$ cat config.mk
export PLATFORM = sky130hd
export DESIGN_NAME = peripheral_write_protect_ctrl
export DESIGN_NICKNAME = d
export VERILOG_FILES = /design/src/hdl/pwp_pkg.sv /design/src/hdl/peripheral_write_protect_ctrl.sv
export SDC_FILE = /design/constraint.sdc
export NUM_CORES = 1
export LEC_CHECK = 0
export BUFFER_PORTS_ARGS = -buffer_cell sky130_fd_sc_hd__buf_4
export CAP_MARGIN = 20
export CORE_AREA = 2 2 79 81
export DETAILED_ROUTE_END_ITERATION = 8
export DIE_AREA = 0 0 81 83
export PLACE_DENSITY = 0.9
export SYNTH_ARGS = -nofsm -noshare
export SYNTH_HDL_FRONTEND = slang
export SYNTH_SLANG_ARGS = --single-unit
$ cat constraint.sdc
create_clock -name clk_sys -period 1.55 [get_ports clk_sys]
set_clock_uncertainty 0.1 [all_clocks]
set_input_delay 0.155 -clock clk_sys [delete_from_list [all_inputs] [get_ports clk_sys]]
set_output_delay 0.155 -clock clk_sys [all_outputs]
set_load 0.01 [all_outputs]
$ cat src/hdl/pwp_pkg.sv
// constants shared by the peripheral write-protection controller
`default_nettype none
package pwp_pkg;

    // ****************************************************************
    // bus geometry
    // ****************************************************************
    localparam int unsigned DATA_W = 32;
    localparam int unsigned ADDR_W = 8;

    // ****************************************************************
    // register map (byte addresses, one aligned word each)
    // ****************************************************************
    localparam logic [ADDR_W-1:0] PROTECT_CLEAR_OFS = 8'h00;
    localparam logic [ADDR_W-1:0] PROTECT_SET_OFS   = 8'h04;
    localparam logic [DATA_W-1:0] PROTECT_RESET     = 32'h00000000;
    localparam logic [DATA_W-1:0] ZERO_WORD         = 32'h00000000;

    // ****************************************************************
    // instance selection
    // ****************************************************************
    localparam int unsigned INST_ZERO = 0;
    localparam int unsigned INST_ONE  = 1;
    localparam int unsigned INST_TWO  = 2;

    // ****************************************************************
    // slot positions, instance zero
    // ****************************************************************
    localparam int unsigned EXT_IRQ_CTRL_SLOT     = 6;
    localparam int unsigned REAL_TIME_CNT_SLOT    = 5;
    localparam int unsigned WATCHDOG_SLOT         = 4;
    localparam int unsigned GENERIC_CLOCK_SLOT    = 3;
    localparam int unsigned SYSTEM_CONTROL_SLOT   = 2;
    localparam int unsigned POWER_MANAGER_SLOT    = 1;

    // ****************************************************************
    // slot positions, instances one and two
    // ****************************************************************
    localparam int unsigned DEBUG_SERVICE_SLOT    = 1;
    localparam int unsigned ANALOG_CONV_SLOT      = 16;
    localparam int unsigned TIMER_COUNTER_SLOT_HI = 15;
    localparam int unsigned TIMER_COUNTER_SLOT_LO = 8;
    localparam int unsigned SERIAL_COMM_SLOT_HI   = 7;
    localparam int unsigned SERIAL_COMM_SLOT_LO   = 2;
    localparam int unsigned EVENT_SYSTEM_SLOT     = 1;

endpackage
`default_nettype wire

$ cat src/hdl/peripheral_write_protect_ctrl.sv
// peripheral write-protection controller with set and clear registers
//
// How it works
// - clear register at 0x00 reads protection state
// - set register at 0x04 reads same state
// - zero written to clear changes nothing
// - one written to clear unprotects bit
// - all protection bits zero after reset
// - instance zero slots on bits six to one
// - instance one debug service slot bit one
// - instance two analog sixteen, timers fifteen-eight
// - instance two serial seven-two, events bit one
//
// Local design decision: the strobed register port.
`timescale 1ns/10ps
`default_nettype none
module peripheral_write_protect_ctrl
    import pwp_pkg::*;
#(
    parameter int unsigned INSTANCE = INST_ZERO
) (
    input  wire logic              clk_sys,
    input  wire logic              arst_n,
    input  wire logic [ADDR_W-1:0] reg_addr,
    input  wire logic [DATA_W-1:0] reg_wdata,
    input  wire logic              reg_wr,
    input  wire logic              reg_rd,
    output var  logic [DATA_W-1:0] reg_rdata,
    input  wire logic [DATA_W-1:0] periph_wr_req,
    output var  logic [DATA_W-1:0] periph_wr_grant,
    output var  logic [DATA_W-1:0] periph_wr_blocked,
    output var  logic [DATA_W-1:0] protect_out
);

    // ****************************************************************
    // slot map per instance
    // ****************************************************************

    // one bit per implemented slot; unused bits stay zero forever
    function automatic logic [DATA_W-1:0] slot_mask(input int unsigned inst);
        logic [DATA_W-1:0] m;
        m = ZERO_WORD;
        if (inst == INST_ZERO) begin
            m[EXT_IRQ_CTRL_SLOT]   = 1'b1;
            m[REAL_TIME_CNT_SLOT]  = 1'b1;
            m[WATCHDOG_SLOT]       = 1'b1;
            m[GENERIC_CLOCK_SLOT]  = 1'b1;
            m[SYSTEM_CONTROL_SLOT] = 1'b1;
            m[POWER_MANAGER_SLOT]  = 1'b1;
        end else if (inst == INST_ONE) begin
            m[DEBUG_SERVICE_SLOT] = 1'b1;
        end else if (inst == INST_TWO) begin
            m[ANALOG_CONV_SLOT] = 1'b1;
            for (int i = TIMER_COUNTER_SLOT_LO; i <= TIMER_COUNTER_SLOT_HI; i++) begin
                m[i] = 1'b1;
            end
            for (int i = SERIAL_COMM_SLOT_LO; i <= SERIAL_COMM_SLOT_HI; i++) begin
                m[i] = 1'b1;
            end
            m[EVENT_SYSTEM_SLOT] = 1'b1;
        end
        return m;
    endfunction

    localparam logic [DATA_W-1:0] SLOT_MASK = slot_mask(INSTANCE);

    // ****************************************************************
    // address decode
    // ****************************************************************

    // strobes are one-cycle pulses that never meet, so no priority is
    // needed between a read and a write; the slave never stalls the master
    // and the read data always follow one cycle after the strobe
    logic              hit_clear;
    logic              hit_set;
    logic [DATA_W-1:0] protect_reg;
    logic [DATA_W-1:0] protect_next;
    logic [DATA_W-1:0] rdata_reg;
    logic [DATA_W-1:0] rdata_next;
    logic [DATA_W-1:0] grant_reg;
    logic [DATA_W-1:0] grant_next;
    logic [DATA_W-1:0] blocked_reg;
    logic [DATA_W-1:0] blocked_next;

    // partial decode is avoided so aliases never reach the state
    assign hit_clear = (reg_addr == PROTECT_CLEAR_OFS);
    assign hit_set   = (reg_addr == PROTECT_SET_OFS);

    // ****************************************************************
    // protection state, one slice per bit
    // ****************************************************************

    for (genvar b = 0; b < DATA_W; b++) begin : g_slot
        // write-one-to-clear and write-one-to-set on the same flop
        always_comb begin
            protect_next[b] = protect_reg[b];
            if (!SLOT_MASK[b]) begin
                protect_next[b] = 1'b0;
            end else if (reg_wr && hit_clear && reg_wdata[b]) begin
                protect_next[b] = 1'b0;
            end else if (reg_wr && hit_set && reg_wdata[b]) begin
                protect_next[b] = 1'b1;
            end
            // a zero data bit falls through and holds its state
        end
    end

    // state register, cleared to unprotected by reset
    always_ff @(posedge clk_sys or negedge arst_n) begin
        if (!arst_n) begin
            protect_reg <= PROTECT_RESET;
        end else begin
            protect_reg <= protect_next;
        end
    end

    // ****************************************************************
    // read port
    // ****************************************************************

    // both offsets return the live state; unmapped reads give zero
    always_comb begin
        rdata_next = ZERO_WORD;
        if (reg_rd && hit_clear) begin
            rdata_next = protect_reg;
        end else if (reg_rd && hit_set) begin
            rdata_next = protect_reg;
        end
    end

    // read data holds only for the cycle after the strobe
    always_ff @(posedge clk_sys or negedge arst_n) begin
        if (!arst_n) begin
            rdata_reg <= ZERO_WORD;
        end else begin
            rdata_reg <= rdata_next;
        end
    end

    // ****************************************************************
    // peripheral write gating
    // ****************************************************************

    // the gating result is registered, so a grant lags its request
    // by one cycle; the trade keeps every output straight off a flop
    always_comb begin
        grant_next   = periph_wr_req & ~protect_reg;
        blocked_next = periph_wr_req & protect_reg;
    end

    // grant and block registers, both quiet while in reset
    always_ff @(posedge clk_sys or negedge arst_n) begin
        if (!arst_n) begin
            grant_reg   <= ZERO_WORD;
            blocked_reg <= ZERO_WORD;
        end else begin
            grant_reg   <= grant_next;
            blocked_reg <= blocked_next;
        end
    end

    // ****************************************************************
    // outputs
    // ****************************************************************

    // every output is a plain copy of a register, no logic after the flop
    assign reg_rdata         = rdata_reg;
    assign periph_wr_grant   = grant_reg;
    assign periph_wr_blocked = blocked_reg;
    assign protect_out       = protect_reg;

    // helper: a clean write to either register in this cycle
    logic wr_clear;
    logic wr_set;
    assign wr_clear = reg_wr && hit_clear;
    assign wr_set   = reg_wr && hit_set;
endmodule
`default_nettype wire

[Yosys cells after proc, flatten, opt, wreduce, memory -nomap -nowiden]
Cells that the tools add are included.
Cells by class
  multipliers: 0
  reduce and logical (&&, ||, !) cells: 23
  equal/unequal tests: 1
  shift-type cells: 0
  magnitude comparators: 0
  div/mod/pow operators: 0
  add/sub/neg operators: 0
  bitwise gates (word level): 3
  muxes and demuxes: 14
Operator list (number)
  $and A32 B32 Y32: 1
  $and A32 B7 Y32: 1
  $not A7 Y32: 1
  $logic_and A1 B1 Y1: 16
  $mux W7: 2
  $mux W1: 12
  $reduce_bool A2 Y1: 6
  $eq A8 B3 Y1 const B: 1
  $logic_not A8 Y1: 1
Word-level totals
  output and inout port bits: 128
  bits in registers: 102
  logic and storage cells: 50
  ROM bits: 0
  memory bits (writable): 0
  memories kept: 0
  latch bits: 0

[Depth between registers and ports, before layout]
Gate-level depths: netlist of run 1.
  depth after elaboration: 5
  depth in mapped cells: 3
  mapped depth without buffers: 3

[Worst setup path after synthesis of run 1]
Ideal clock, no wire load.
  kind: input -> register
  from: input reg_addr[5]
  to: register protect_reg[1] (netlist: protect_out[1])
  slack: 0.374 ns
  required time: 1.322 ns
  stages: 3
  library setup time: 0.128 ns
  data arrival time: 0.949 ns
  path through: nor4_4 > nand3_1 > mux2_1
On the way
  cells in the longest elaborated chain, start to end: 4
Ends and longest elaborated chain
  start, declared: RTL line peripheral_write_protect_ctrl.sv:24  | input wire logic [ADDR_W-1:0] reg_addr,
  $eq A8 B3 Y1 or $logic_not A8 Y1 (tied branches): RTL line peripheral_write_protect_ctrl.sv:87, peripheral_write_protect_ctrl.sv:86
  $logic_and A1 B1 Y1
  $logic_and A1 B1 Y1 (on tied branches): RTL line peripheral_write_protect_ctrl.sv:101, peripheral_write_protect_ctrl.sv:99
  $reduce_bool A2 Y1 (no line) or $mux W1 (tied branches)
  end signal, assigned: RTL line peripheral_write_protect_ctrl.sv:113  | protect_reg <= protect_next;
  end, declared: RTL line peripheral_write_protect_ctrl.sv:76  | logic [DATA_W-1:0] protect_reg;
Parallel ways exist; a longest one is shown, timed or not.
A chain may end at the register's enable or synchronous reset.

[Final worst setup path of run 1]
  from: register protect_reg[2] (netlist: protect_out[2])
  to: output protect_out[2]
RTL lines
  end, declared: RTL line peripheral_write_protect_ctrl.sv:32  | output var logic [DATA_W-1:0] protect_out
No word-level cell between the ends.

==> tab_implementation.tex, run 1 <==
\begin{tabular}{lr}
\hline
Metric & Value \\
\hline
\multicolumn{2}{l}{\textbf{Synth}} \\
\quad Share of flip-flops with an asynchronous set or reset after synthesis & 1.000 \\
\quad Synthesized instance count & 163 \\
\quad Top\_reg\_cell synth & dfrtp\_1 \\
\quad Leading cell types by count after synthesis & 78 x buf\_4, 50 x dfrtp\_1, 12 x and2\_1 \\
\quad Summed instance area of the synthesized netlist & 0.002108 mm2 \\
\quad Fraction of the yosys area taken by sequential cells & 0.5935 \\
\quad Count leader, synth & buf\_4 \\
\quad Yosys reg bits & 50 \\
\quad Synthesized area per cell & 12.93 um2 \\
\quad Number of synthesis warnings & 0 \\
\quad Top cell type's share of synthesized area & 0.5935 \\
\quad Number of distinct library cells after synthesis & 11 \\
\quad Top post-synthesis cells by area & dfrtp\_1 59\%, buf\_4 28\%, and2\_1 3.6\% \\
\quad Post-synth EDFFs & 0 \\
\quad Yosys top cell by area & dfrtp\_1 \\
\multicolumn{2}{l}{\textbf{Clocking}} \\
\quad CTS Root Buffer Type & clkbuf\_8 \\
\quad Number of buffers created by CTS & 5 \\
\quad TritonCTS clock tree & done \\
\quad Count of cells resized by post-cts repair & 0 \\
\quad Clk\_lat worst skew & 0.29 ns \\
\quad Clk sinks & 50 \\
\quad Max Buffers Root-to-Sink & 2 \\
\quad Clock input transition at the sequential cells of the worst setup and hold paths & 0.09 ns \\
\quad \# H-tree levels & 2 \\
\multicolumn{2}{l}{\textbf{Power}} \\
\quad Leakage & 1.667 nW \\
\quad Net Sw Power & 0.0006536 W \\
\quad Peak VDD IR & 0.5032 mV \\
\quad Fraction of power consumed by combinational cells & 0.158 \\
\quad Internal power of the cells & 0.002052 W \\
\quad Switching Fraction & 0.2416 \\
\quad Clock network fraction of design power & 0.330 \\
\quad Flop pwr share & 0.511 \\
\quad Power density over cell area & 875.0 mW/mm2 \\
\multicolumn{2}{l}{\textbf{Critical path}} \\
\quad Worst EP required & 1.29 ns \\
\quad CP Buf/Inv Count & 1 \\
\quad Crit. End Element & output port \\
\quad Worst Setup SP & protect\_out[2]\$\_DFFE\_PN0P\_ \\
\quad Critical Path Source Type & register \\
\quad Worst Setup Path Type & reg2out \\
\quad Startpoint of the worst-slack reg-to-reg timing path & protect\_out[6]\$\_DFFE\_PN0P\_ \\
\quad Reg-to-reg slack, setup & 0.60 ns \\
\quad Max Fanout on Critical Path & 5 \\
\quad Critical path, cell by cell & buf\_4 \\
\quad Slowest stage delay, CP & 0.44 ns \\
\quad Worst EP arrival & 0.89 ns \\
\quad Largest delay contributor family on the critical path & flip-flops \\
\quad Highest-delay cell along the critical path & dfrtp\_1 \\
\multicolumn{2}{l}{\textbf{Routing}} \\
\quad Post-DR wirelength/cell & 13.16 um \\
\quad Starting DRT DRC Count & 10 \\
\quad ANT nets after route & 0 \\
\quad Detail-routed via count per cell & 3.764 \\
\quad Number of remaining DRC errors & 0 \\
\quad Via count of the routed design & 1,419 \\
\quad Detailed-route wire length & 4963 um \\
\quad Count of TritonRoute iterations in the first routing pass & 2 \\
\multicolumn{2}{l}{\textbf{Flow run}} \\
\quad Number of max-cap violations & 0 \\
\multicolumn{2}{l}{\textbf{Die}} \\
\quad Initial cell density of the core & 0.3625 \\
\quad Die outline width & 81 um \\
\quad Top-level port count & 204 \\
\quad Full die area & 0.006723 mm2 \\
\quad Area of the placeable core & 0.005816 mm2 \\
\quad Chip Height & 83 um \\
\quad Cell Rows & 28 \\
\multicolumn{2}{l}{\textbf{Placement}} \\
\quad Sum of net half-perimeters after detailed placement & 3395 um \\
\quad Count of input and output buffers & 99 \\
\quad Placed Instance Area & 0.002649 mm2 \\
\quad GPL Wtd Cong & 0.8075 \\
\multicolumn{2}{l}{\textbf{Status}} \\
\quad Result of the run & finished, final reports clean \\
\multicolumn{2}{l}{\textbf{Timing}} \\
\quad Max Freq & 873.3 MHz \\
\quad Worst-margin pin slew & 0.5904 ns \\
\quad Crit share post-route & 0.7388 \\
\quad Number of hold violations in the final report & 0 \\
\quad Final sum of negative setup slack & 0 ns \\
\quad Rel. slew slack & 0.6064 \\
\quad Period minus WS final & 1.145 ns \\
\quad Unrepaired setup endpoints after global routing & false \\
\quad Final setup violation count & 0 \\
\quad Final number of max-transition violations & 0 \\
\multicolumn{2}{l}{\textbf{Global routing}} \\
\quad Global routing usage summed across all routing layers & 0.1336 \\
\quad Global-route wire length before repair & 6900 um \\
\quad Initial antenna violation count & 0 \\
\quad Global route overflow & 0 \\
\quad Maximum number of pins on one net before global-route repair & 51 \\
\quad Via count of the first global-routing pass & 1,365 \\
\multicolumn{2}{l}{\textbf{Layout}} \\
\quad Layout-stage area growth over the synthesis result & 46.65\% \\
\quad Nets@finish & 377 \\
\quad Area occupied by registers & 0.001251 mm2 \\
\quad Count of inserted antenna diode cells & 0 \\
\quad Fill count & 483 \\
\quad Multi-input logic area & 560.5 um2 \\
\quad Cell area after layout & 0.003092 mm2 \\
\quad Proportion of layout cells with a drive suffix above 1 & 0.3642 \\
\multicolumn{2}{l}{\textbf{Min path}} \\
\quad Beginning of the worst hold path & reg\_addr[2] \\
\quad Worst hold path type & in2reg \\
\hline
\end{tabular}
-- state kept, by name, indices dropped and copies added (netlist names) --
name               count
periph_wr_grant       32
protect_out            6
reg_rdata              6
periph_wr_blocked      6
-- cell type report --
cell class | count | area share
Clock inverter | 3 | 0.01416
Sequential cell | 50 | 0.4047
Tap cell | 75 | 0.03035
Multi-Input combinational cell | 112 | 0.1813
Clock buffer | 5 | 0.02226
Timing Repair Buffer | 132 | 0.3472
-- final timing paths --
kind / depth (start not counted) / end
max: 1 / protect_out[2]
min: 2 / protect_out[5]$_DFFE_PN0P_
max reg2reg: 1 / protect_out[6]$_DFFE_PN0P_
min reg2reg: 1 / periph_wr_grant[4]$_DFF_PN0_
max in group asynchronous: 2 / periph_wr_blocked[2]$_DFF_PN0_
min in group asynchronous: 2 / periph_wr_grant[5]$_DFF_PN0_
-- placed cells by master (no fill, tap or decap) --
cell	synthesis	layout
buf_4	78	99
conb_1	1	78
dfrtp_1	50	50
dlygate4sd3_1	0	33
and2_1	12	12
nor2b_1	6	6
nand3_1	6	6
mux2_1	6	6
clkbuf_8	0	5
nor4_4	1	1
nor3_1	1	1
and3_2	1	1
nor4b_4	1	1
bufinv_16	0	1
inv_6	0	1
clkinv_2	0	1
-- cell families (layout without fill, tap and decap cells) --
group / after synthesis / count (layout) / share of synthesized area
DFF: 50 / 50 / 0.5935
buffers and inverters: 78 / 140 / 0.2777
muxes: 6 / 6 / 0.03205
other: 1 / 78 / 0.001779
and+or+nand+nor: 28 / 28 / 0.09495
-- metal layers --
metal / global-route usage / vias to the layer above / part of all wire
met5: 0 / - / 0
met4: 0.03390 / 0 / 0.0093
met3: 0.03261 / 4 / 0.12
met2: 0.2577 / 116 / 0.54
met1: 0.1397 / 671 / 0.33
li1: - / 628 / -
-- timing repair --
action / CTS / global route
endpoints found under the setup margin: 0 / 0
setup buffers: 0 / 0
hold endpoints to repair: 88 / 0
hold buffers: 33 / 0
-- power by group through the flow --
stage | Clock, W | Sequential [W] | Combinational (W)
after floorplan | 0 | 0.00143 | 0.000248
after global placement | 0 | 0.00140 | 0.000343
after detailed placement | 0 | 0.00141 | 0.000350
after CTS | 0.000921 | 0.00138 | 0.000420
after global routing | 0.000975 | 0.00139 | 0.000463
final | 0.000894 | 0.00138 | 0.000428
-- stage by stage --
stage | cells | power [W] | utilization | hold slack (ns) | setup slack, ns
after global placement | 336 | 0.001747 | 0.4555 | 0.09813 | 0.1335
final | 377 | 0.002705 | 0.5316 | 0.01960 | 0.4049
after detailed placement | 336 | 0.001757 | 0.4555 | 0.1039 | 0.09549
after global routing | 377 | 0.002827 | 0.5316 | 0.01652 | 0.3469
after floorplan | 240 | 0.001680 | - | -0.2406 | 0.3738
after CTS | 377 | 0.002722 | 0.5316 | 0.004854 | 0.3700
No activity file was read; power rests on OpenSTA's default activity.
==> run 2, diff against run 1 <==
- ABC_AREA: default -> 1
- CORE_AREA: 2 2 79 81 -> default
- CORE_MARGIN: default -> 2
- CORE_UTILIZATION: default -> 36
- DIE_AREA: 0 0 81 83 -> default
- PLACE_DENSITY: 0.9 -> 0.89
- clock period: 1.55 -> 1.2 ns (I/O delays scaled with it)
==> tab_implementation.tex, run 2 <==
\begin{tabular}{lr}
\hline
Metric & Value \\
\hline
\multicolumn{2}{l}{\textbf{Critical path}} \\
\quad Critical path, cell by cell & buf\_4 \\
\quad CP Buf/Inv Count & 1 \\
\quad Worst EP arrival & 0.88 ns \\
\quad Largest delay contributor family on the critical path & flip-flops \\
\quad Worst Setup Path Type & reg2out \\
\quad Worst EP required & 0.98 ns \\
\quad Reg-to-reg slack, setup & 0.38 ns \\
\quad Slowest stage delay, CP & 0.43 ns \\
\quad Crit. End Element & output port \\
\quad Max Fanout on Critical Path & 4 \\
\quad Critical Path Source Type & register \\
\quad Critical Path Stages & 1 \\
\quad Highest-delay cell along the critical path & dfrtp\_1 \\
\quad Reg2Reg Depth & 2 \\
\multicolumn{2}{l}{\textbf{Routing}} \\
\quad Routed wl met2 & 2569 um \\
\quad Detailed-routing wirelength on met1 & 1663 um \\
\quad DR top layer & met4 \\
\quad Starting DRT DRC Count & 47 \\
\quad Number of remaining DRC errors & 0 \\
\quad Via count of the routed design & 1,588 \\
\quad Detailed-route wire length & 4908 um \\
\quad ANT nets after route & 0 \\
\quad Count of TritonRoute iterations in the first routing pass & 5 \\
\quad Metal3 WL & 630 um \\
\quad Post-DR wirelength/cell & 11.71 um \\
\quad Detail-routed via count per cell & 3.790 \\
\multicolumn{2}{l}{\textbf{Global routing}} \\
\quad Global routing usage summed across all routing layers & 0.1379 \\
\quad Global-route wire length before repair & 6727 um \\
\quad Global route overflow & 0 \\
\quad Via count of the first global-routing pass & 1,441 \\
\quad Maximum number of pins on one net before global-route repair & 51 \\
\quad Initial antenna violation count & 0 \\
\multicolumn{2}{l}{\textbf{Layout}} \\
\quad Largest register FFs & 32 \\
\quad Fraction of the core area covered by cells at the end of the flow & 0.5379 \\
\quad Count of inserted antenna diode cells & 0 \\
\quad Proportion of layout cells with a drive suffix above 1 & 0.3227 \\
\quad Nets@finish & 420 \\
\quad Cell area after layout & 0.003147 mm2 \\
\quad Highest-count cells in the layout ignoring fill and taps & 100 x buf\_4, 78 x conb\_1, 50 x dfrtp\_1 \\
\quad Layout-stage area growth over the synthesis result & 46.73\% \\
\quad Most frequent standard cell in the layout excluding fill and tap cells & buf\_4 \\
\multicolumn{2}{l}{\textbf{Die}} \\
\quad Full die area & 0.006590 mm2 \\
\quad Area of the placeable core & 0.005851 mm2 \\
\quad Initial cell density of the core & 0.3666 \\
\quad Chip Height & 81.18 um \\
\quad Die outline width & 81.18 um \\
\quad Top-level port count & 204 \\
\quad Cell Rows & 28 \\
\multicolumn{2}{l}{\textbf{Synth}} \\
\quad Top cell type's share of synthesized area & 0.5834 \\
\quad Top post-synthesis cells by area & dfrtp\_1 58\%, buf\_4 27\%, inv\_1 4.4\% \\
\quad Leading cell types by count after synthesis & 78 x buf\_4, 50 x dfrtp\_1, 25 x inv\_1 \\
\quad Yosys reg bits & 50 \\
\quad Number of distinct library cells after synthesis & 11 \\
\quad Count leader, synth & buf\_4 \\
\quad Number of synthesis warnings & 0 \\
\quad Share of flip-flops with an asynchronous set or reset after synthesis & 1.000 \\
\quad Synthesized instance count & 202 \\
\quad Fraction of the yosys area taken by sequential cells & 0.5834 \\
\quad Post-synth EDFFs & 0 \\
\quad Summed instance area of the synthesized netlist & 0.002145 mm2 \\
\quad Top\_reg\_cell synth & dfrtp\_1 \\
\quad Yosys top cell by area & dfrtp\_1 \\
\quad Synthesized area per cell & 10.62 um2 \\
\multicolumn{2}{l}{\textbf{Power}} \\
\quad Switching Fraction & 0.2551 \\
\quad Power density over cell area & 1038 mW/mm2 \\
\quad Peak VDD IR & 0.6855 mV \\
\quad Fraction of power consumed by combinational cells & 0.176 \\
\quad Flop pwr share & 0.546 \\
\quad Clock network fraction of design power & 0.277 \\
\quad Leakage & 1.775 nW \\
\quad Total Power & 0.003267 W \\
\quad Internal power of the cells & 0.002434 W \\
\quad Net Sw Power & 0.0008334 W \\
\multicolumn{2}{l}{\textbf{Clocking}} \\
\quad Clock input transition at the sequential cells of the worst setup and hold paths & 0.08 ns \\
\quad Number of buffers created by CTS & 5 \\
\quad Clk sinks & 50 \\
\quad Clk\_lat worst skew & 0.29 ns \\
\quad \# H-tree levels & 2 \\
\quad Max Buffers Root-to-Sink & 2 \\
\quad TritonCTS clock tree & done \\
\quad CTS Root Buffer Type & clkbuf\_8 \\
\multicolumn{2}{l}{\textbf{Timing}} \\
\quad Final setup violation count & 0 \\
\quad Minimum hold slack & 0.008036 ns \\
\quad Period minus WS final & 1.097 ns \\
\quad Number of hold violations in the final report & 0 \\
\quad Crit share post-route & 0.9140 \\
\quad Final number of max-transition violations & 0 \\
\quad Unrepaired setup endpoints after global routing & false \\
\quad Max Freq & 911.8 MHz \\
\quad Final sum of negative setup slack & 0 ns \\
\multicolumn{2}{l}{\textbf{Status}} \\
\quad Result of the run & finished, final reports clean \\
\multicolumn{2}{l}{\textbf{Placement}} \\
\quad Placed Instance Area & 0.002713 mm2 \\
\quad Count of input and output buffers & 99 \\
\quad GPL Wtd Cong & 0.7454 \\
\quad Sum of net half-perimeters after detailed placement & 3432 um \\
\multicolumn{2}{l}{\textbf{Min path}} \\
\quad Worst hold path type & in2reg \\
\quad Hold Path Cell Cnt & 3 \\
\multicolumn{2}{l}{\textbf{Flow run}} \\
\quad Number of max-cap violations & 0 \\
\hline
\end{tabular}
run 2: cell types whose count changed after synthesis, sizes merged:
cell   previous run  this run
nor2              0        25
nor2b             6         0
and3              1         0
o21ai             0         1
nor3              1         0
inv               0        25
a21oi             0         6
nand2             0        10
and2             12         0
nor4              1         0
nor4b             1         0
mux2              6         0
run 2: cells by family (layout without fill, tap and decap cells):
kind of cell	count (synthesis)	in the layout	synth area share
buffers and inverters	103	168	0.3168
DFF	50	50	0.5834
and+or+nand+nor	41	41	0.07993
AOI/OAI and AO/OA	7	7	0.01809
other	1	78	0.001749
run 2: per-layer routing:
layer	track usage	vias up
met5	0	-
met4	0.04068	0
met3	0.04111	6
met2	0.2711	128
met1	0.1378	733
li1	-	721
run 2: metrics by stage:
stage	instances	setup slack [ns]
finish	419	0.1032
global route	419	0.05769
CTS	419	0.08970
detailed placement	377	-0.02394
global placement	377	0.008246
floorplan	279	0.2697
run 2: timing repair:
item	in CTS	in global routing
buffers inserted	0	0
hold buffers	35	0
gates resized for setup	0	0
hold endpoints to repair	90	0
run 2: final cells by class:
class                      count  area [um2]
timing repair buffer         136        1121
clock buffer                   5       68.82
clock inverter                 2       15.01
fill                         481        2704
inverter                      25       93.84
sequential                    50        1251
tap                           75       93.84
multi-input combinational    126       503.0
run 2: worst paths after layout:
kind	to	from
max	protect_out[1]	protect_out[1]$_DFFE_PN0P_
min	protect_out[3]$_DFFE_PN0P_	reg_wdata[3]
max reg2reg	protect_out[2]$_DFFE_PN0P_	protect_out[2]$_DFFE_PN0P_
min reg2reg	periph_wr_grant[4]$_DFF_PN0_	protect_out[4]$_DFFE_PN0P_
max in group asynchronous	periph_wr_grant[11]$_DFF_PN0_	arst_n
min in group asynchronous	periph_wr_grant[0]$_DFF_PN0_	arst_n
run 2: power by group through the flow:
stage / combinational [W] / clock, W / sequential, W
CTS: 0.000567 / 0.000932 / 0.00178
global route: 0.000632 / 0.000998 / 0.00179
floorplan: 0.000331 / 0 / 0.00185
global placement: 0.000459 / 0 / 0.00181
detailed placement: 0.000472 / 0 / 0.00182
finish: 0.000577 / 0.000905 / 0.00179
